<file path="src/rtl/lps_pkg.sv">
// Shared constants and types for the indicator control and page select block
// Assumes a 200 MHz clock and an APB register window with one word per register
package lps_pkg;
    // Clock rate
    localparam int CLK_MHZ = 200;

    // Register indices, byte address four times the index; ADDR_DUTY is a byte address
    localparam logic [4:0] IDX_MODE  = 5'h1d;
    localparam logic [4:0] IDX_BEHAV = 5'h1e;
    localparam logic [4:0] IDX_PAGE  = 5'h1f;
    localparam logic [4:0] IDX_EXT_LO = 5'h10;
    localparam logic [7:0] ADDR_DUTY = 8'h80;

    // Field positions
    localparam int MODE_W         = 4;
    localparam int BEH_PULSE_BIT  = 12;
    localparam int BEH_RATE_LSB   = 10;
    localparam int BEH_STRETCH_LSB = 5;
    localparam int BEH_COMB_LSB   = 0;
    localparam logic [15:0] BEH_WMASK = 16'hddef;

    // Reset values
    localparam logic [3:0]  RST_MODE3 = 4'h8;
    localparam logic [3:0]  RST_MODE2 = 4'h0;
    localparam logic [3:0]  RST_MODE1 = 4'h2;
    localparam logic [3:0]  RST_MODE0 = 4'h1;
    localparam logic [1:0]  RST_RATE  = 2'h1;
    localparam logic [15:0] RST_PAGE  = 16'h0000;
    localparam logic [7:0]  RST_DUTY  = 8'h80;

    // Page select codes
    localparam logic [15:0] PAGE_MAIN = 16'h0000;
    localparam logic [15:0] PAGE_GPIO = 16'h0010;

    // Timing: base tick is half the shortest blink period
    localparam int BASE_TICK_US = 25000;
    localparam int PWM_FREQ_HZ  = 5000;
    localparam int PWM_STEPS    = 256;
    localparam int TICK_CYC     = BASE_TICK_US * CLK_MHZ;
    localparam int PWM_CYC      = (CLK_MHZ * 1000000) / PWM_FREQ_HZ;
    localparam logic [4:0] STRETCH_TICKS_MAX = 5'h10;

    // Per-output configuration
    typedef struct packed {
        logic [3:0] mode;
        logic       stretchSel;
        logic       combineDis;
    } lps_indicator_cfg_s;

    // Address space reached by an access
    typedef enum logic [1:0] {
        PS_MAIN = 2'b00,
        PS_EXT  = 2'b01,
        PS_GPIO = 2'b10
    } lps_space_e;
endpackage

</file>
<file path="src/rtl/lps_indicator.sv">
// One indicator output: combine, blink or pulse-stretch, then optional pulsing
// Assumes shared tick, blink phase and pulse timing from the parent block
`timescale 1ns/1ps
module lps_indicator
    import lps_pkg::*;
(
    input  wire logic               clk,
    input  wire logic               sys_rst,
    input  wire lps_indicator_cfg_s cfg,
    input  wire logic               tick,
    input  wire logic [1:0]         rate,
    input  wire logic               blinkPhase,
    input  wire logic               pulseEn,
    input  wire logic               pwmHigh,
    input  wire logic               statusLvl,
    input  wire logic               eventPulse,
    output logic                    indicatorOut
);
    logic [4:0] stretchCnt_ff;
    logic [4:0] nxt_stretchCnt;
    logic       out_ff;
    logic       nxt_out;
    logic       recent;
    logic       shaped;
    logic       active;

    // Hold recent activity for the stretch length chosen by the rate
    always_comb begin
        nxt_stretchCnt = stretchCnt_ff;
        if (eventPulse) begin
            nxt_stretchCnt = STRETCH_TICKS_MAX >> rate;
        end else if (tick && stretchCnt_ff != 5'h00) begin
            nxt_stretchCnt = stretchCnt_ff - 5'h01;
        end
    end

    // Combine, shape and pulse the output level
    always_comb begin
        recent = (stretchCnt_ff != 5'h00) | eventPulse;
        shaped = cfg.stretchSel ? recent : (recent & blinkPhase);
        if (cfg.combineDis) begin
            active = statusLvl;
        end else begin
            active = statusLvl & ~shaped;
        end
        nxt_out = pulseEn ? (active & pwmHigh) : active;
    end

    // Registered state
    always_ff @(posedge clk or posedge sys_rst) begin
        if (sys_rst) begin
            stretchCnt_ff <= 5'h00;
            out_ff        <= 1'b0;
        end else begin
            stretchCnt_ff <= nxt_stretchCnt;
            out_ff        <= nxt_out;
        end
    end

    assign indicatorOut = out_ff;
endmodule

</file>
<file path="src/rtl/lps_top.sv">
// Indicator mode/behaviour registers, page select and indicator drive
// Assumes an APB master on clk; registers outside this block are reached elsewhere
//
// How it works
// - four 4-bit mode fields, one per output
// - mode fields reset to 8, 0, 2, 1
// - pulsing bit makes active outputs pulse 5 kHz
// - rate field selects blink and stretch timing
// - only first port rate field is used globally
// - per-output select picks stretch or blink
// - per-output bit disables link/activity combining
// - page register resets to zero, main space
// - writing zero returns addresses to main space
// - values one to four select extended spaces
// - value 0x10 sends addresses 0-30 to GPIO
// - extended pages leave addresses 0-15 untouched
`timescale 1ns/1ps
module lps_top
    import lps_pkg::*;
#(
    parameter int          PORT_ID   = 0,
    parameter int          TICK_CYCS = TICK_CYC,
    parameter int          PWM_CYCS  = PWM_CYC
)
(
    input  wire logic        clk,
    input  wire logic        sys_rst,
    input  wire logic        psel,
    input  wire logic        penable,
    input  wire logic        pwrite,
    input  wire logic [7:0]  paddr,
    input  wire logic [31:0] pwdata,
    output logic [31:0]      prdata,
    output logic             pready,
    output logic             pslverr,
    input  wire logic        softRst,
    input  wire logic [1:0]  globalRate,
    output logic [1:0]       rateOut,
    input  wire logic [3:0]  statusLvl,
    input  wire logic [3:0]  eventPulse,
    output logic [3:0]       indicatorOut,
    output logic [15:0]      indicatorMode,
    output lps_space_e       routeSpace,
    output logic             farHit
);
    localparam int          PWM_STEP_CYCS = (PWM_CYCS / PWM_STEPS > 0) ? PWM_CYCS / PWM_STEPS : 1;
    localparam logic [31:0] TICK_LAST     = 32'(TICK_CYCS - 1);
    localparam logic [31:0] PWM_STEP_LAST = 32'(PWM_STEP_CYCS - 1);

    logic [15:0] modeReg_ff;
    logic [15:0] nxt_modeReg;
    logic [15:0] behReg_ff;
    logic [15:0] nxt_behReg;
    logic [15:0] pageReg_ff;
    logic [15:0] nxt_pageReg;
    logic [7:0]  dutyReg_ff;
    logic [7:0]  nxt_dutyReg;
    logic [31:0] prdata_ff;
    logic [31:0] nxt_prdata;
    logic [31:0] tickPre_ff;
    logic [31:0] nxt_tickPre;
    logic [3:0]  blinkCnt_ff;
    logic [3:0]  nxt_blinkCnt;
    logic [31:0] pwmPre_ff;
    logic [31:0] nxt_pwmPre;
    logic [7:0]  pwmPhase_ff;
    logic [7:0]  nxt_pwmPhase;

    logic [4:0]  regIdx;
    logic        inWindow;
    logic        isDuty;
    logic        mapped;
    logic        localMode;
    logic        localBeh;
    logic        localPage;
    logic        wrStrobe;
    logic        tick;
    logic        blinkPhase;
    logic        pwmHigh;
    logic [1:0]  effRate;
    lps_space_e  space;
    logic [31:0] rdValue;

    // Address decode and page routing
    always_comb begin
        regIdx   = paddr[6:2];
        inWindow = (paddr[7] == 1'b0) && (paddr[1:0] == 2'b00);
        isDuty   = (paddr == ADDR_DUTY);
        mapped   = inWindow | isDuty;
        if (pageReg_ff == PAGE_MAIN) begin
            space = PS_MAIN;
        end else if (pageReg_ff == PAGE_GPIO) begin
            space = PS_GPIO;
        end else begin
            space = PS_EXT;
        end
        localPage = inWindow && (regIdx == IDX_PAGE);
        localMode = 1'b0;
        localBeh  = 1'b0;
        farHit    = 1'b0;
        if (!inWindow || localPage) begin
            farHit = 1'b0;
        end else if (space == PS_GPIO) begin
            farHit = 1'b1;
        end else if (space == PS_EXT && regIdx >= IDX_EXT_LO) begin
            farHit = 1'b1;
        end else if (space == PS_MAIN && regIdx == IDX_MODE) begin
            localMode = 1'b1;
        end else if (space == PS_MAIN && regIdx == IDX_BEHAV) begin
            localBeh = 1'b1;
        end else begin
            farHit = 1'b1;
        end
        farHit = farHit & psel;
    end

    assign routeSpace = space;
    assign wrStrobe   = psel & penable & pwrite & mapped;

    // Register writes; soft reset clears only the non-sticky page register
    always_comb begin
        nxt_modeReg = modeReg_ff;
        nxt_behReg  = behReg_ff;
        nxt_pageReg = pageReg_ff;
        nxt_dutyReg = dutyReg_ff;
        if (softRst) begin
            nxt_pageReg = RST_PAGE;
        end
        if (wrStrobe && localMode) begin
            nxt_modeReg = pwdata[15:0];
        end
        if (wrStrobe && localBeh) begin
            nxt_behReg = pwdata[15:0] & BEH_WMASK;
        end
        if (wrStrobe && localPage) begin
            nxt_pageReg = pwdata[15:0];
        end
        if (wrStrobe && isDuty) begin
            nxt_dutyReg = pwdata[7:0];
        end
    end

    // Register file, sticky fields reset only by hardware reset
    always_ff @(posedge clk or posedge sys_rst) begin
        if (sys_rst) begin
            modeReg_ff <= {RST_MODE3, RST_MODE2, RST_MODE1, RST_MODE0};
            behReg_ff  <= 16'(RST_RATE) << BEH_RATE_LSB;
            pageReg_ff <= RST_PAGE;
            dutyReg_ff <= RST_DUTY;
        end else begin
            modeReg_ff <= nxt_modeReg;
            behReg_ff  <= nxt_behReg;
            pageReg_ff <= nxt_pageReg;
            dutyReg_ff <= nxt_dutyReg;
        end
    end

    // Read data captured in the setup phase
    always_comb begin
        rdValue = 32'h0000_0000;
        if (localMode) begin
            rdValue = {16'h0000, modeReg_ff};
        end else if (localBeh) begin
            rdValue = {16'h0000, behReg_ff};
        end else if (localPage) begin
            rdValue = {16'h0000, pageReg_ff};
        end else if (isDuty) begin
            rdValue = {24'h00_0000, dutyReg_ff};
        end
        nxt_prdata = prdata_ff;
        if (psel && !penable) begin
            nxt_prdata = rdValue;
        end
    end

    always_ff @(posedge clk or posedge sys_rst) begin
        if (sys_rst) begin
            prdata_ff <= 32'h0000_0000;
        end else begin
            prdata_ff <= nxt_prdata;
        end
    end

    // Zero-wait answer; unmapped addresses flag an error
    assign prdata  = prdata_ff;
    assign pready  = 1'b1;
    assign pslverr = psel & penable & ~mapped;

    // Effective rate: the first port's field governs all ports
    assign rateOut = behReg_ff[BEH_RATE_LSB +: 2];
    assign effRate = (PORT_ID == 0) ? rateOut : globalRate;

    // Base tick and blink phase counter
    always_comb begin
        nxt_tickPre  = tickPre_ff + 32'h1;
        nxt_blinkCnt = blinkCnt_ff;
        tick         = (tickPre_ff == TICK_LAST);
        if (tick) begin
            nxt_tickPre  = 32'h0;
            nxt_blinkCnt = blinkCnt_ff + 4'h1;
        end
        blinkPhase = blinkCnt_ff[3 - effRate];
    end

    always_ff @(posedge clk or posedge sys_rst) begin
        if (sys_rst) begin
            tickPre_ff  <= 32'h0;
            blinkCnt_ff <= 4'h0;
        end else begin
            tickPre_ff  <= nxt_tickPre;
            blinkCnt_ff <= nxt_blinkCnt;
        end
    end

    // Pulse-width timing for the pulsing mode
    always_comb begin
        nxt_pwmPre   = pwmPre_ff + 32'h1;
        nxt_pwmPhase = pwmPhase_ff;
        if (pwmPre_ff == PWM_STEP_LAST) begin
            nxt_pwmPre   = 32'h0;
            nxt_pwmPhase = pwmPhase_ff + 8'h01;
        end
        pwmHigh = (pwmPhase_ff < dutyReg_ff);
    end

    always_ff @(posedge clk or posedge sys_rst) begin
        if (sys_rst) begin
            pwmPre_ff   <= 32'h0;
            pwmPhase_ff <= 8'h00;
        end else begin
            pwmPre_ff   <= nxt_pwmPre;
            pwmPhase_ff <= nxt_pwmPhase;
        end
    end

    assign indicatorMode = modeReg_ff;

    // One shaping stage per indicator output
    for (genvar i = 0; i < 4; i++) begin : g_ind
        lps_indicator u_ind (
            .clk          (clk),
            .sys_rst      (sys_rst),
            .cfg          ({modeReg_ff[i*MODE_W +: MODE_W],
                            behReg_ff[BEH_STRETCH_LSB + i],
                            behReg_ff[BEH_COMB_LSB + i]}),
            .tick         (tick),
            .rate         (effRate),
            .blinkPhase   (blinkPhase),
            .pulseEn      (behReg_ff[BEH_PULSE_BIT]),
            .pwmHigh      (pwmHigh),
            .statusLvl    (statusLvl[i]),
            .eventPulse   (eventPulse[i]),
            .indicatorOut (indicatorOut[i])
        );
    end
endmodule

</file>
<file path="config.mk">
export PLATFORM = sky130hd
export DESIGN_NAME = lps_top
export DESIGN_NICKNAME = d
export VERILOG_FILES = /design/src/rtl/lps_pkg.sv /design/src/rtl/lps_indicator.sv /design/src/rtl/lps_top.sv
export SDC_FILE = /design/constraint.sdc
export NUM_CORES = 1
export LEC_CHECK = 0
export ABC_AREA = 1
export ABC_CLOCK_PERIOD_IN_PS = 5800
export BUFFER_PORTS_ARGS = -buffer_cell sky130_fd_sc_hd__buf_2
export CAP_MARGIN = 20
export CORE_MARGIN = 2
export CORE_UTILIZATION = 40
export CTS_BUF_LIST = sky130_fd_sc_hd__clkbuf_4 sky130_fd_sc_hd__clkbuf_8
export CTS_CLUSTER_SIZE = 24
export DETAILED_ROUTE_END_ITERATION = 12
export PLACE_DENSITY = 0.55
export SLEW_MARGIN = 10
export SYNTH_ARGS = -nofsm -noshare
export SYNTH_HDL_FRONTEND = slang
export SYNTH_SLANG_ARGS = --single-unit
</file>
<file path="constraint.sdc">
create_clock -name clk -period 5.8 [get_ports clk]
set_input_delay 0.58 -clock clk [delete_from_list [all_inputs] [get_ports clk]]
set_output_delay 0.58 -clock clk [all_outputs]
set_load 0.03 [all_outputs]
</file>
==> results.txt, run 1 <==
Port-buffer cells -> 79
cell mode on critical path -> buf_2
Synth Instances -> 1266
most area-consuming cells after synthesis -> dfrtp_1 42%, nand2_1 12%, nand3_1 7.0%
antenna viol nets, final -> 0
Met1 Wirelength -> 10950 µm
Largest stage delay, worst path -> 0.75 ns
die height -> 160.3 µm
Logic pwr share -> 0.088
asr flop ratio synth -> 1.000
Synth warnings -> 0
first-pass detailed-route iteration total -> 6
multiplexer share of the synthesized area -> 0
cells along the critical path -> buf_2 > inv_2 > nand3_2 > a21oi_4 > nand2_1 > nor3_1 > buf_2
top cell type's share of synthesized area -> 0.4201
Cell Int Power -> 0.001580 W
area share of xor/xnor cells in the synthesized design -> 0.05559
Final Hold Violating Endpoints -> 0
Relative slew margins -> 0.3830
via count -> 8078
r2r setup slk -> 3.48 ns
setup TNS -> 0 ns
worst r2r src -> pageReg_ff[10]$_DFFE_PP0P_
vias in the first global route -> 8097
Setup crit end kind -> output port
GRT Resource Usage Total -> 0.1936
Synth Register Bits -> 169
CTS H-tree lvls -> 4
status -> finished, final reports clean
PwrDens -> 210.3 mW/mm²
# IOs -> 115
clock tree from TritonCTS -> yes
hpwl dp -> 17170 µm
largest family of logic cells by synthesized area -> simple AND/OR/NAND/NOR gates
WL met2 -> 11310 µm
Clock Latency Late Sink -> 0.48 ns
Avg WL per Cell -> 14.01 µm
most common cell in the netlist -> nand2_1
Post-CTS Setup Bufs -> 0
Net count, final -> 1407
Min-Delay Path Class -> in -> async
ant diodes -> 0
Clock Skew -> 0.02135 ns
Top FF cell, synth -> dfrtp_1
crit start category -> primary input
Worst R2R Path Depth -> 8
top post-synthesis cells by count -> 316 x nand2_1, 164 x dfrtp_1, 162 x inv_1
TritonCTS buffer count -> 17
Via density -> 4.840
leading area contributor after synthesis -> dfrtp_1
Clock Tree Buf Depth -> 2
Leak -> 5.486 nW
unrepaired setup endpoints after global routing -> false
Placer Congestion -> 0.8657
pin count of the biggest net entering global routing -> 66
CTS clk-pin slew, worst paths -> 0.09 ns
VDD IR max -> 0.1055 mV
Switching Share -> 0.2982
area share of fa/ha/maj cells after synthesis -> 0.02434
Synth Area in Compound Gates -> 0.06597
Finish-stage setup viols -> 0
CP Class -> in -> out
Die X-Extent -> 160.3 µm
Worst Path Arrival -> 2.24 ns
Max Used Layer -> met4
Max-Cap Viols -> 0
Worst Max-Slew Pin Slew -> 0.9235 ns
Critical Path Sink -> farHit
EDFF count, synth -> 0
CP Buf/Inv Count -> 3
syn avg cell area -> 7.716 µm²
Critical Path RT -> 5.22 ns
total chip power -> 0.002251 W
Seq/Total Area, Yosys -> 0.4336
capturing point of the worst reg2reg path -> indicatorMode[3]$_DFFE_PP0P_
CP delay by family, top -> compound AO/OA/AOI/OAI gates
clock sink count -> 169
Clk pwr share -> 0.371
Final Max Slew Viols -> 0
final WL -> 23380 µm
CTS hold repair buffers -> 0
Sw Pwr -> 0.0006715 W
Core ar. -> 0.02418 mm²
Resize count post-CTS -> 0
share of layout cells above drive strength 1 -> 0.1338
final critical-path share of the clock period -> 0.4858
sequential power share -> 0.541
routed wl met3 -> 747 µm
initial antenna violation count -> 0
Initial Util -> 0.4040
Worst Setup SP -> paddr[7]
Remaining Overflow, GRT -> 0
post-synthesis cell area -> 0.009768 mm²
Fmax achieved -> 354.9 MHz
min cycle time layout -> 2.818 ns
Area Growth Syn to Fin -> 9.620%
drt drc -> 0
CTS root buffer -> clkbuf_8
CP Max Fanout -> 32
Crit path depth -> 7
Distinct cells, synth -> 46
first-pass GRT wire length -> 40130 µm
die area -> 0.02569 mm²
Simple-Gate Fraction of Synth Area -> 0.3193
First DRT Iteration DRCs -> 505
Slowest-stage cell, CP -> a21oi_4
Core Rows -> 57
## flip-flops by register name (all words and copies together) (netlist names)
signal                     count
dutyReg_ff                     8
behReg_ff                     13
pageReg_ff                    16
prdata                        16
pwmPhase_ff                    8
indicatorMode                 16
blinkCnt_ff                    4
tickPre_ff                    32
pwmPre_ff                     32
g_ind.u_ind.indicatorOut       4
g_ind.u_ind.stretchCnt_ff     20
## logic make-up after synthesis
group | Yosys count
buffers and inverters | 222
adder cells (fa/ha/maj) | 19
AND/OR/NAND/NOR | 690
other | 2
XOR/XNOR | 62
flip-flops | 169
AO/OA/AOI/OAI | 102
## cell usage in the layout, fill, tap and decap left out, types with 4 or more instances in the layout
cell type and n:
nand2_1 316, dfrtp_1 164, inv_1 161, nand3_1 137, nor2_1 117, buf_2 79, nor3_1 54, o21ai_0 42
xor2_1 42, nand4_1 26, o21ai_2 23, xnor2_1 20, ha_1 19, conb_1 17, clkbuf_8 17, a21oi_1 14
inv_2 8, o21ai_1 8, nor2_4 7, nor4_1 7, nand3_2 6, dfstp_2 5, a31oi_1 4, inv_6 4
inv_8 4
## power by group through the flow
stage / sequential [W] / clock, W / combinational, W
finish: 0.00122 / 0.000836 / 0.000198
global placement: 0.00124 / 0 / 0.000198
global route: 0.00122 / 0.000922 / 0.000226
detailed placement: 0.00124 / 0 / 0.000201
floorplan: 0.00124 / 0 / 0.000155
CTS: 0.00122 / 0.000867 / 0.000201
## worst min-delay path by stage
| stage | slack [ns] | depth (start not counted) | to |
|---|---|---|---|
| final | 0.20 | 2 | pwmPre_ff[28]$_DFF_PP0_ |
| after global routing | 0.22 | 2 | pwmPre_ff[12]$_DFF_PP0_ |
| after CTS | 0.19 | 2 | pwmPre_ff[9]$_DFF_PP0_ |
| after detailed placement | 0.47 | 2 | prdata[10]$_DFFE_PP0P_ |
| after global placement | 0.46 | 2 | prdata[11]$_DFFE_PP0P_ |
| after floorplan | 0.46 | 2 | behReg_ff[14]$_DFFE_PP0P_ |
## cell type report
class	instances	area, µm²
fill	2479	13470
multi-input combinational	890	4608
sequential	169	4235
inverter	172	650.6
timing repair buffer	82	417.9
tap	324	405.4
clock buffer	17	234.0
clock inverter	15	156.4
## metrics by stage
step / instances / cell area (µm²) / utilization / hold slack [ns] / setup WS, ns
after global placement: 1637 / 10320 / 0.4267 / 0.4650 / 2.956
after detailed placement: 1637 / 10320 / 0.4267 / 0.4677 / 2.965
final: 1669 / 10710 / 0.4429 / 0.1963 / 2.982
after global routing: 1669 / 10710 / 0.4429 / 0.2173 / 2.811
after CTS: 1669 / 10710 / 0.4429 / 0.1939 / 2.945
after floorplan: 1281 / 9824 / - / 0.4558 / 0.6532
## routing by layer
metal | vias to the layer above | track usage
li1 | 4167 | -
met1 | 3746 | 0.2530
met2 | 140 | 0.3296
met3 | 25 | 0.03714
met4 | 0 | 0.05201
met5 | - | 0
No activity file was read; power rests on OpenSTA's default activity.
==> run 2, diff against run 1 <==
- ABC_AREA: 1 -> 0
- ABC_CLOCK_PERIOD_IN_PS: 5800 -> 2800
- PLACE_DENSITY: 0.55 -> 0.56
- clock period: 5.8 -> 2.8 ns (I/O delays scaled with it)
==> run 2 against run 1 <==
Cell area down 9.2%. Core utilization up 1.8 points. Clock skew down 0.0067 ns. Non-clock buffer count up 22. Sequential power up 110%. Die area down 11%. Critical endpoint unchanged. Largest cell class is now sequential cells.
==> results.txt, run 2 <==
unrepaired setup endpoints after global routing -> false (unchanged)
final critical-path share of the clock period -> 0.8334
CTS root buffer -> clkbuf_8 (unchanged)
die area -> 0.02274 mm² (was 0.02569 mm²)
Max-Cap Viols -> 0 (unchanged)
die height -> 150.8 µm (was 160.3 µm)
asr flop ratio synth -> 1.000 (unchanged)
GRT Resource Usage Total -> 0.1855 (was 0.1936)
antenna viol nets, final -> 0 (unchanged)
PwrDens -> 474.8 mW/mm² (was 210.3 mW/mm²)
CTS clk-pin slew, worst paths -> 0.11 ns (was 0.09 ns)
GR peak layer -> met2 (unchanged)
Final Max Slew Viols -> 0 (unchanged)
initial antenna violation count -> 0 (unchanged)
TritonCTS buffer count -> 17 (unchanged)
# IOs -> 115 (unchanged)
Worst Path Arrival -> 2.05 ns (was 2.24 ns)
setup ws final -> 0.4665 ns (was 2.982 ns)
Critical Path RT -> 2.52 ns (was 5.22 ns)
Net count, final -> 974 (was 1407)
CTS H-tree lvls -> 4 (unchanged)
total chip power -> 0.004614 W (was 0.002251 W)
most area-consuming cells after synthesis -> dfrtp_1 48%, xnor2_1 5.1%, mux2_2 3.5% (was dfrtp_1 42%, nand2_1 12%, nand3_1 7.0%)
Post-CTS Setup Bufs -> 0 (unchanged)
First DRT Iteration DRCs -> 296 (was 505)
Initial Util -> 0.4087 (was 0.4040)
CP Class -> reg -> out (was in -> out)
clock sink count -> 169 (unchanged)
top post-synthesis cells by count -> 164 x dfrtp_1, 69 x nor2_1, 64 x nand2_1 (was 316 x nand2_1, 164 x dfrtp_1, 162 x inv_1)
first-pass GRT wire length -> 32640 µm (was 40130 µm)
final WL -> 19820 µm (was 23380 µm)
hpwl dp -> 14000 µm (was 17170 µm)
setup TNS -> 0 ns (unchanged)
hold path depth -> 3
Remaining Overflow, GRT -> 0 (unchanged)
Worst R2R Path Depth -> 6 (was 8)
Clock Tree Buf Depth -> 2 (unchanged)
top cell type's share of synthesized area -> 0.4761 (was 0.4201)
ant diodes -> 0 (unchanged)
Seq/Total Area, Yosys -> 0.4914 (was 0.4336)
pin count of the biggest net entering global routing -> 79 (was 66)
share of layout cells above drive strength 1 -> 0.2116 (was 0.1338)
Die X-Extent -> 150.8 µm (was 160.3 µm)
first-pass detailed-route iteration total -> 4 (was 6)
Setup crit end kind -> output port (unchanged)
met2 usage -> 0.2875 (was 0.3296)
Area Growth Syn to Fin -> 12.74% (was 9.620%)
GR Util met3 -> 0.04127 (was 0.03714)
Avg WL per Cell -> 16.69 µm (was 14.01 µm)
DP Worst Slack -> 0.5243 ns (was 2.965 ns)
Synth Register Bits -> 169 (unchanged)
Layout Cells excl Fill -> 1187 (was 1669)
Leak -> 4.552 nW (was 5.486 nW)
Finish-stage setup viols -> 0 (unchanged)
via count -> 6188 (was 8078)
most common cell after layout, fill and taps aside -> dfrtp_1 (was nand2_1)
Top Registers -> pwmPre_ff: 32 flops, tickPre_ff: 32 flops, g_ind.u_ind.stretchCnt_ff: 20 flops (unchanged)
Distinct cells, synth -> 54 (was 46)
Relative slew margins -> 0.4040 (was 0.3830)
Min-Delay Path Class -> in -> reg (was in -> async)
most common cell in the netlist -> dfrtp_1 (was nand2_1)
Clock Latency Late Sink -> 0.47 ns (was 0.48 ns)
Core ar. -> 0.02109 mm² (was 0.02418 mm²)
Port-buffer cells -> 79 (unchanged)
met1 Track Usage GR -> 0.2659 (was 0.2530)
Via density -> 5.213 (was 4.840)
min cycle time layout -> 2.333 ns
CP Max Fanout -> 5 (was 32)
Top FF cell, synth -> dfrtp_1 (unchanged)
commonest non-fill, non-tap cells in the layout -> 164 x dfrtp_1, 79 x buf_2, 68 x nor2_1, 64 x nand2_1, 50 x xnor2_1 (was 316 x nand2_1, 164 x dfrtp_1, 161 x inv_1, 137 x nand3_1, 117 x nor2_1)
syn avg cell area -> 10.58 µm² (was 7.716 µm²)
Fmax achieved -> 428.5 MHz
placed cells -> 1152 (was 1637)
leading area contributor after synthesis -> dfrtp_1 (unchanged)
EDFF count, synth -> 0 (unchanged)
crit start category -> register (was primary input)
Worst Max-Slew Pin Slew -> 0.8816 ns (was 0.9235 ns)
Core Rows -> 53 (was 57)
post-synthesis cell area -> 0.008620 mm² (was 0.009768 mm²)
Placer Congestion -> 0.7993 (was 0.8657)
vias in the first global route -> 5996 (was 8097)
Final Hold Violating Endpoints -> 0 (unchanged)
Synth warnings -> 0 (unchanged)
drt drc -> 0 (unchanged)
VDD IR max -> 0.2241 mV (was 0.1055 mV)
status -> finished, final reports clean (unchanged)
clock tree from TritonCTS -> yes (unchanged)
Clock Skew -> 0.01468 ns (was 0.02135 ns)
Synth Instances -> 815 (was 1266)
run 2: cell types whose count changed in the layout (fill, tap and decap cells not counted), sizes merged, moves of 17 or more:
cell	previous run	this run
nand2	321	64
inv	177	33
nand3	145	32
nor2	125	70
o21ai	73	23
mux2	0	41
xnor2	20	50
and3	1	23
nand2b	0	21
xor2	42	21
nor3	57	37
buf	82	101
nor4	8	25
run 2: worst max-delay path, cell delays in order (launching register included):
cell and delay (ns):
dfrtp_1 0.41, nor4_1 0.32, and3_1 0.30, nand2_1 0.10
o2111a_1 0.27, buf_2 0.18
run 2: routing by layer:
layer / part of all wire / wire (µm) / up-vias
met3: 0.036 / 720 / 15
met5: 0 / 0 / -
met1: 0.49 / 9727 / 3039
li1: - / - / 3021
met4: 0.010 / 201 / 0
met2: 0.46 / 9166 / 113
run 2: stage by stage:
step	hold slack (ns)	util	area [µm²]
3_3_place_gp	0.3643	0.4410	9299
6_report	0.03007	0.4608	9718
3_5_place_dp	0.3632	0.4410	9299
2_1_floorplan	0.3463	-	8680
4_1_cts	0.004237	0.4604	9708
5_1_grt	0.009966	0.4608	9718
run 2: cell type report:
class	count	area [µm²]
clock buffer	17	234.0
timing repair buffer	104	628.1
clock inverter	15	155.1
fill	2063	11370
tap	275	344.1
sequential	169	4235
multi-input combinational	582	4024
inverter	25	97.59
run 2: path summary, 6_finish.rpt:
| path | from | end | slack (ns) |
|---|---|---|---|
| setup / recovery | pageReg_ff[0]$_DFFE_PP0P_ | farHit | 0.47 |
| hold / removal | pwdata[13] | pageReg_ff[13]$_DFFE_PP0P_ | 0.03 |
| hold reg to reg | tickPre_ff[31]$_DFF_PP0_ | tickPre_ff[31]$_DFF_PP0_ | 0.48 |
| max in group asynchronous | sys_rst | indicatorMode[5]$_DFFE_PP1P_ | 1.56 |
| setup reg to reg | tickPre_ff[0]$_DFF_PP0_ | g_ind[1].u_ind.stretchCnt_ff[1]$_DFFE_PP0P_ | 0.53 |
| min in group asynchronous | sys_rst | behReg_ff[11]$_DFFE_PP0P_ | 0.40 |
run 2: kinds of logic (layout without fill, tap and decap cells):
logic type	after synthesis	after routing	share of synthesized area
AO/OA/AOI/OAI	90	90	0.07258
XOR/XNOR	71	71	0.07214
adder cells (fa/ha/maj)	19	19	0.02758
buffers and inverters	79	161	0.04863
flip-flops	169	169	0.4914
multiplexers	56	56	0.07243
other	2	17	0.0008713
AND/OR/NAND/NOR	329	329	0.2144
run 2: power breakdown:
group	switching, W	leakage (nW)	internal, W
Combinational	0.000264	2.11	0.000110
Sequential	0.0000358	2.25	0.00248
Clock	0.00105	0.198	0.000669
run 2: repair_timing:
action / in CTS / in global routing
gates resized for setup: 0 / 0
hold buffers: 2 / 1
hold endpoints to repair: 20 / 1
==> run 3, diff against run 2 <==
- ABC_CLOCK_PERIOD_IN_PS: 2800 -> 2040
- PLACE_DENSITY: 0.56 -> 0.58
- clock period: 2.8 -> 2.04 ns (I/O delays scaled with it)
==> run 3 against run 2 <==
The flow now finishes with violations (setup timing). Via count is 3.0% higher. Register-to-register slack worse by 0.52 ns. Hold slack worse by 0.0052 ns. Critical endpoint unchanged.
==> results.txt, run 3 (synthesis results as in run 2) <==
status -> finished with violations (was finished, final reports clean)
failing checks -> setup timing
TritonCTS buffer count -> 17 (unchanged)
Setup crit end kind -> output port (unchanged)
pin count of the biggest net entering global routing -> 50 (was 79)
total chip power -> 0.006365 W (was 0.004614 W)
Final Max Slew Viols -> 0 (unchanged)
die area -> 0.02274 mm² (unchanged)
Leak -> 4.859 nW (was 4.552 nW)
CTS root buffer -> clkbuf_8 (unchanged)
hold path depth -> 3 (unchanged)
commonest non-fill, non-tap cells in the layout -> 164 x dfrtp_1, 77 x buf_2, 68 x nor2_1, 63 x nand2_1, 56 x buf_4 (was 164 x dfrtp_1, 79 x buf_2, 68 x nor2_1, 64 x nand2_1, 50 x xnor2_1)
drt drc -> 0 (unchanged)
CP Class -> reg -> out (unchanged)
vias in the first global route -> 6296 (was 5996)
VDD IR max -> 0.3389 mV (was 0.2241 mV)
unrepaired setup endpoints after global routing -> true (was false)
first-pass detailed-route iteration total -> 4 (unchanged)
via count -> 6371 (was 6188)
Clock Latency Late Sink -> 0.47 ns (about the same)
cell mode on critical path -> nor2_1
Max-Cap Viols -> 0 (unchanged)
CTS clk-pin slew, worst paths -> 0.10 ns (was 0.11 ns)
final WL -> 19840 µm (was 19820 µm)
Via density -> 5.134 (was 5.213)
Die X-Extent -> 150.8 µm (unchanged)
Final Hold Violating Endpoints -> 0 (unchanged)
cells along the critical path -> nor2_1 > and3_1 > buf_4 > nor2_1 > o2111a_1 > buf_6 (was nor4_1 > and3_1 > nand2_1 > o2111a_1 > buf_2)
Fin Hold WS -> 0.02488 ns (was 0.03007 ns)
Port-buffer cells -> 79 (unchanged)
DP Area -> 0.009577 mm² (was 0.009299 mm²)
setup ws final -> -0.009770 ns (was 0.4665 ns)
Worst Max-Slew Pin Slew -> 0.5365 ns (was 0.8816 ns)
DP Worst Slack -> 0.01163 ns (was 0.5243 ns)
clock sink count -> 169 (unchanged)
Finish-stage setup viols -> 1 (was 0)
Top Registers -> pwmPre_ff: 32 flops, tickPre_ff: 32 flops, g_ind.u_ind.stretchCnt_ff: 20 flops (unchanged)
Avg WL per Cell -> 15.99 µm (was 16.69 µm)
first-pass GRT wire length -> 32980 µm (was 32640 µm)
min cycle time layout -> 2.050 ns
final critical-path share of the clock period -> 1.005
initial antenna violation count -> 0 (unchanged)
Remaining Overflow, GRT -> 0 (unchanged)
most common cell after layout, fill and taps aside -> dfrtp_1 (unchanged)
Critical Path RT -> 1.84 ns (was 2.52 ns)
antenna viol nets, final -> 0 (unchanged)
# IOs -> 115 (unchanged)
Net count, final -> 1028 (was 974)
crit start category -> register (unchanged)
die height -> 150.8 µm (unchanged)
Core ar. -> 0.02109 mm² (unchanged)
Largest stage delay, worst path -> 0.42 ns (was 0.41 ns)
Initial Util -> 0.4087 (unchanged)
CP Buf/Inv Count -> 2 (was 1)
hpwl dp -> 14030 µm (was 14000 µm)
post-route cell area -> 0.01032 mm² (was 0.009718 mm²)
Crit path depth -> 6 (was 5)
PwrDens -> 616.6 mW/mm² (was 474.8 mW/mm²)
CP delay by family, top -> flip-flops (was simple AND/OR/NAND/NOR gates)
Min-Delay Path Class -> in -> reg (unchanged)
clock tree from TritonCTS -> yes (unchanged)
Clock Skew -> 0.02016 ns (was 0.01468 ns)
Worst R2R Path Depth -> 7 (was 6)
First DRT Iteration DRCs -> 327 (was 296)
ant diodes -> 0 (unchanged)
Placer Congestion -> 0.7944 (was 0.7993)
CTS H-tree lvls -> 4 (unchanged)
Worst Path Arrival -> 1.85 ns (was 2.05 ns)
Slowest-stage cell, CP -> dfrtp_1 (unchanged)
Core Rows -> 53 (unchanged)
Clock Tree Buf Depth -> 2 (unchanged)
CP Max Fanout -> 7 (was 5)
Area Growth Syn to Fin -> 19.76% (was 12.74%)
GRT Resource Usage Total -> 0.1854 (was 0.1855)
Fmax achieved -> 487.9 MHz
share of layout cells above drive strength 1 -> 0.2609 (was 0.2116)
final core area utilization -> 0.4895 (was 0.4608)
Relative slew margins -> 0.6416 (was 0.4040)
==> run 3: what timing repair did <==
| action | CTS | global route |
|---|---|---|
| endpoints found under the hold margin | 46 | 0 |
| cloned | 0 | 0 |
| endpoints found under the setup margin | 2 | 29 |
| pin swaps | 3 | 2 |
| gates resized for setup | 8 | 22 |
| hold buffers | 16 | 0 |
| setup buffers | 6 | 3 |
==> run 3: stage by stage <==
step | TNS, ns | std cells
final | -0.009770 | 1241
after global routing | -0.7706 | 1241
after CTS | -0.09764 | 1238
after detailed placement | 0 | 1184
after global placement | 0 | 1184
after floorplan | -51.60 | 830
==> run 3: report_power, final <==
part | internal, W | leakage, nW | switching (W) | total, W
combinational | 0.000181 | 2.42 | 0.000372 | 0.000553
clock | 0.000934 | 0.188 | 0.00142 | 0.00235
sequential | 0.00341 | 2.25 | 0.0000492 | 0.00346
==> run 3: layout make-up <==
cell class / instances / area (µm²)
flip-flops and latches: 169 / 4235
clock buffers: 18 / 247.7
well taps: 275 / 344.1
multi-input cells: 582 / 4143
fillers: 1944 / 10770
clock inverters: 14 / 135.1
inverters: 25 / 97.59
repair buffers: 158 / 1120
==> run 3: path summary, 6_finish.rpt <==
kind	startpoint	end	slack, ns
setup / recovery	pageReg_ff[4]$_DFFE_PP0P_	farHit	-0.01
hold / removal	pwdata[0]	pageReg_ff[0]$_DFFE_PP0P_	0.02
setup reg to reg	pageReg_ff[7]$_DFFE_PP0P_	behReg_ff[12]$_DFFE_PP0P_	0.01
hold reg to reg	blinkCnt_ff[3]$_DFFE_PP0N_	blinkCnt_ff[3]$_DFFE_PP0N_	0.48
max in group asynchronous	sys_rst	indicatorMode[15]$_DFFE_PP1P_	1.00
min in group asynchronous	sys_rst	prdata[8]$_DFFE_PP0P_	0.32
==> run 3: worst reg2reg max path: stages (launching register included) <==
cell and delay (ns):
dfrtp_1 0.41, nor4_2 0.29, and3_4 0.25, buf_4 0.12, and3_4 0.17, and3b_2 0.20, buf_12 0.16, mux2_2 0.34
==> run 3: routing by layer <==
| metal | vias up | wire length (µm) | track usage |
|---|---|---|---|
| met4 | 0 | 201 | 0.04486 |
| li1 | 3122 | - | - |
| met3 | 13 | 680 | 0.03042 |
| met5 | - | 0 | 0 |
| met1 | 3120 | 9756 | 0.2698 |
| met2 | 116 | 9206 | 0.2905 |
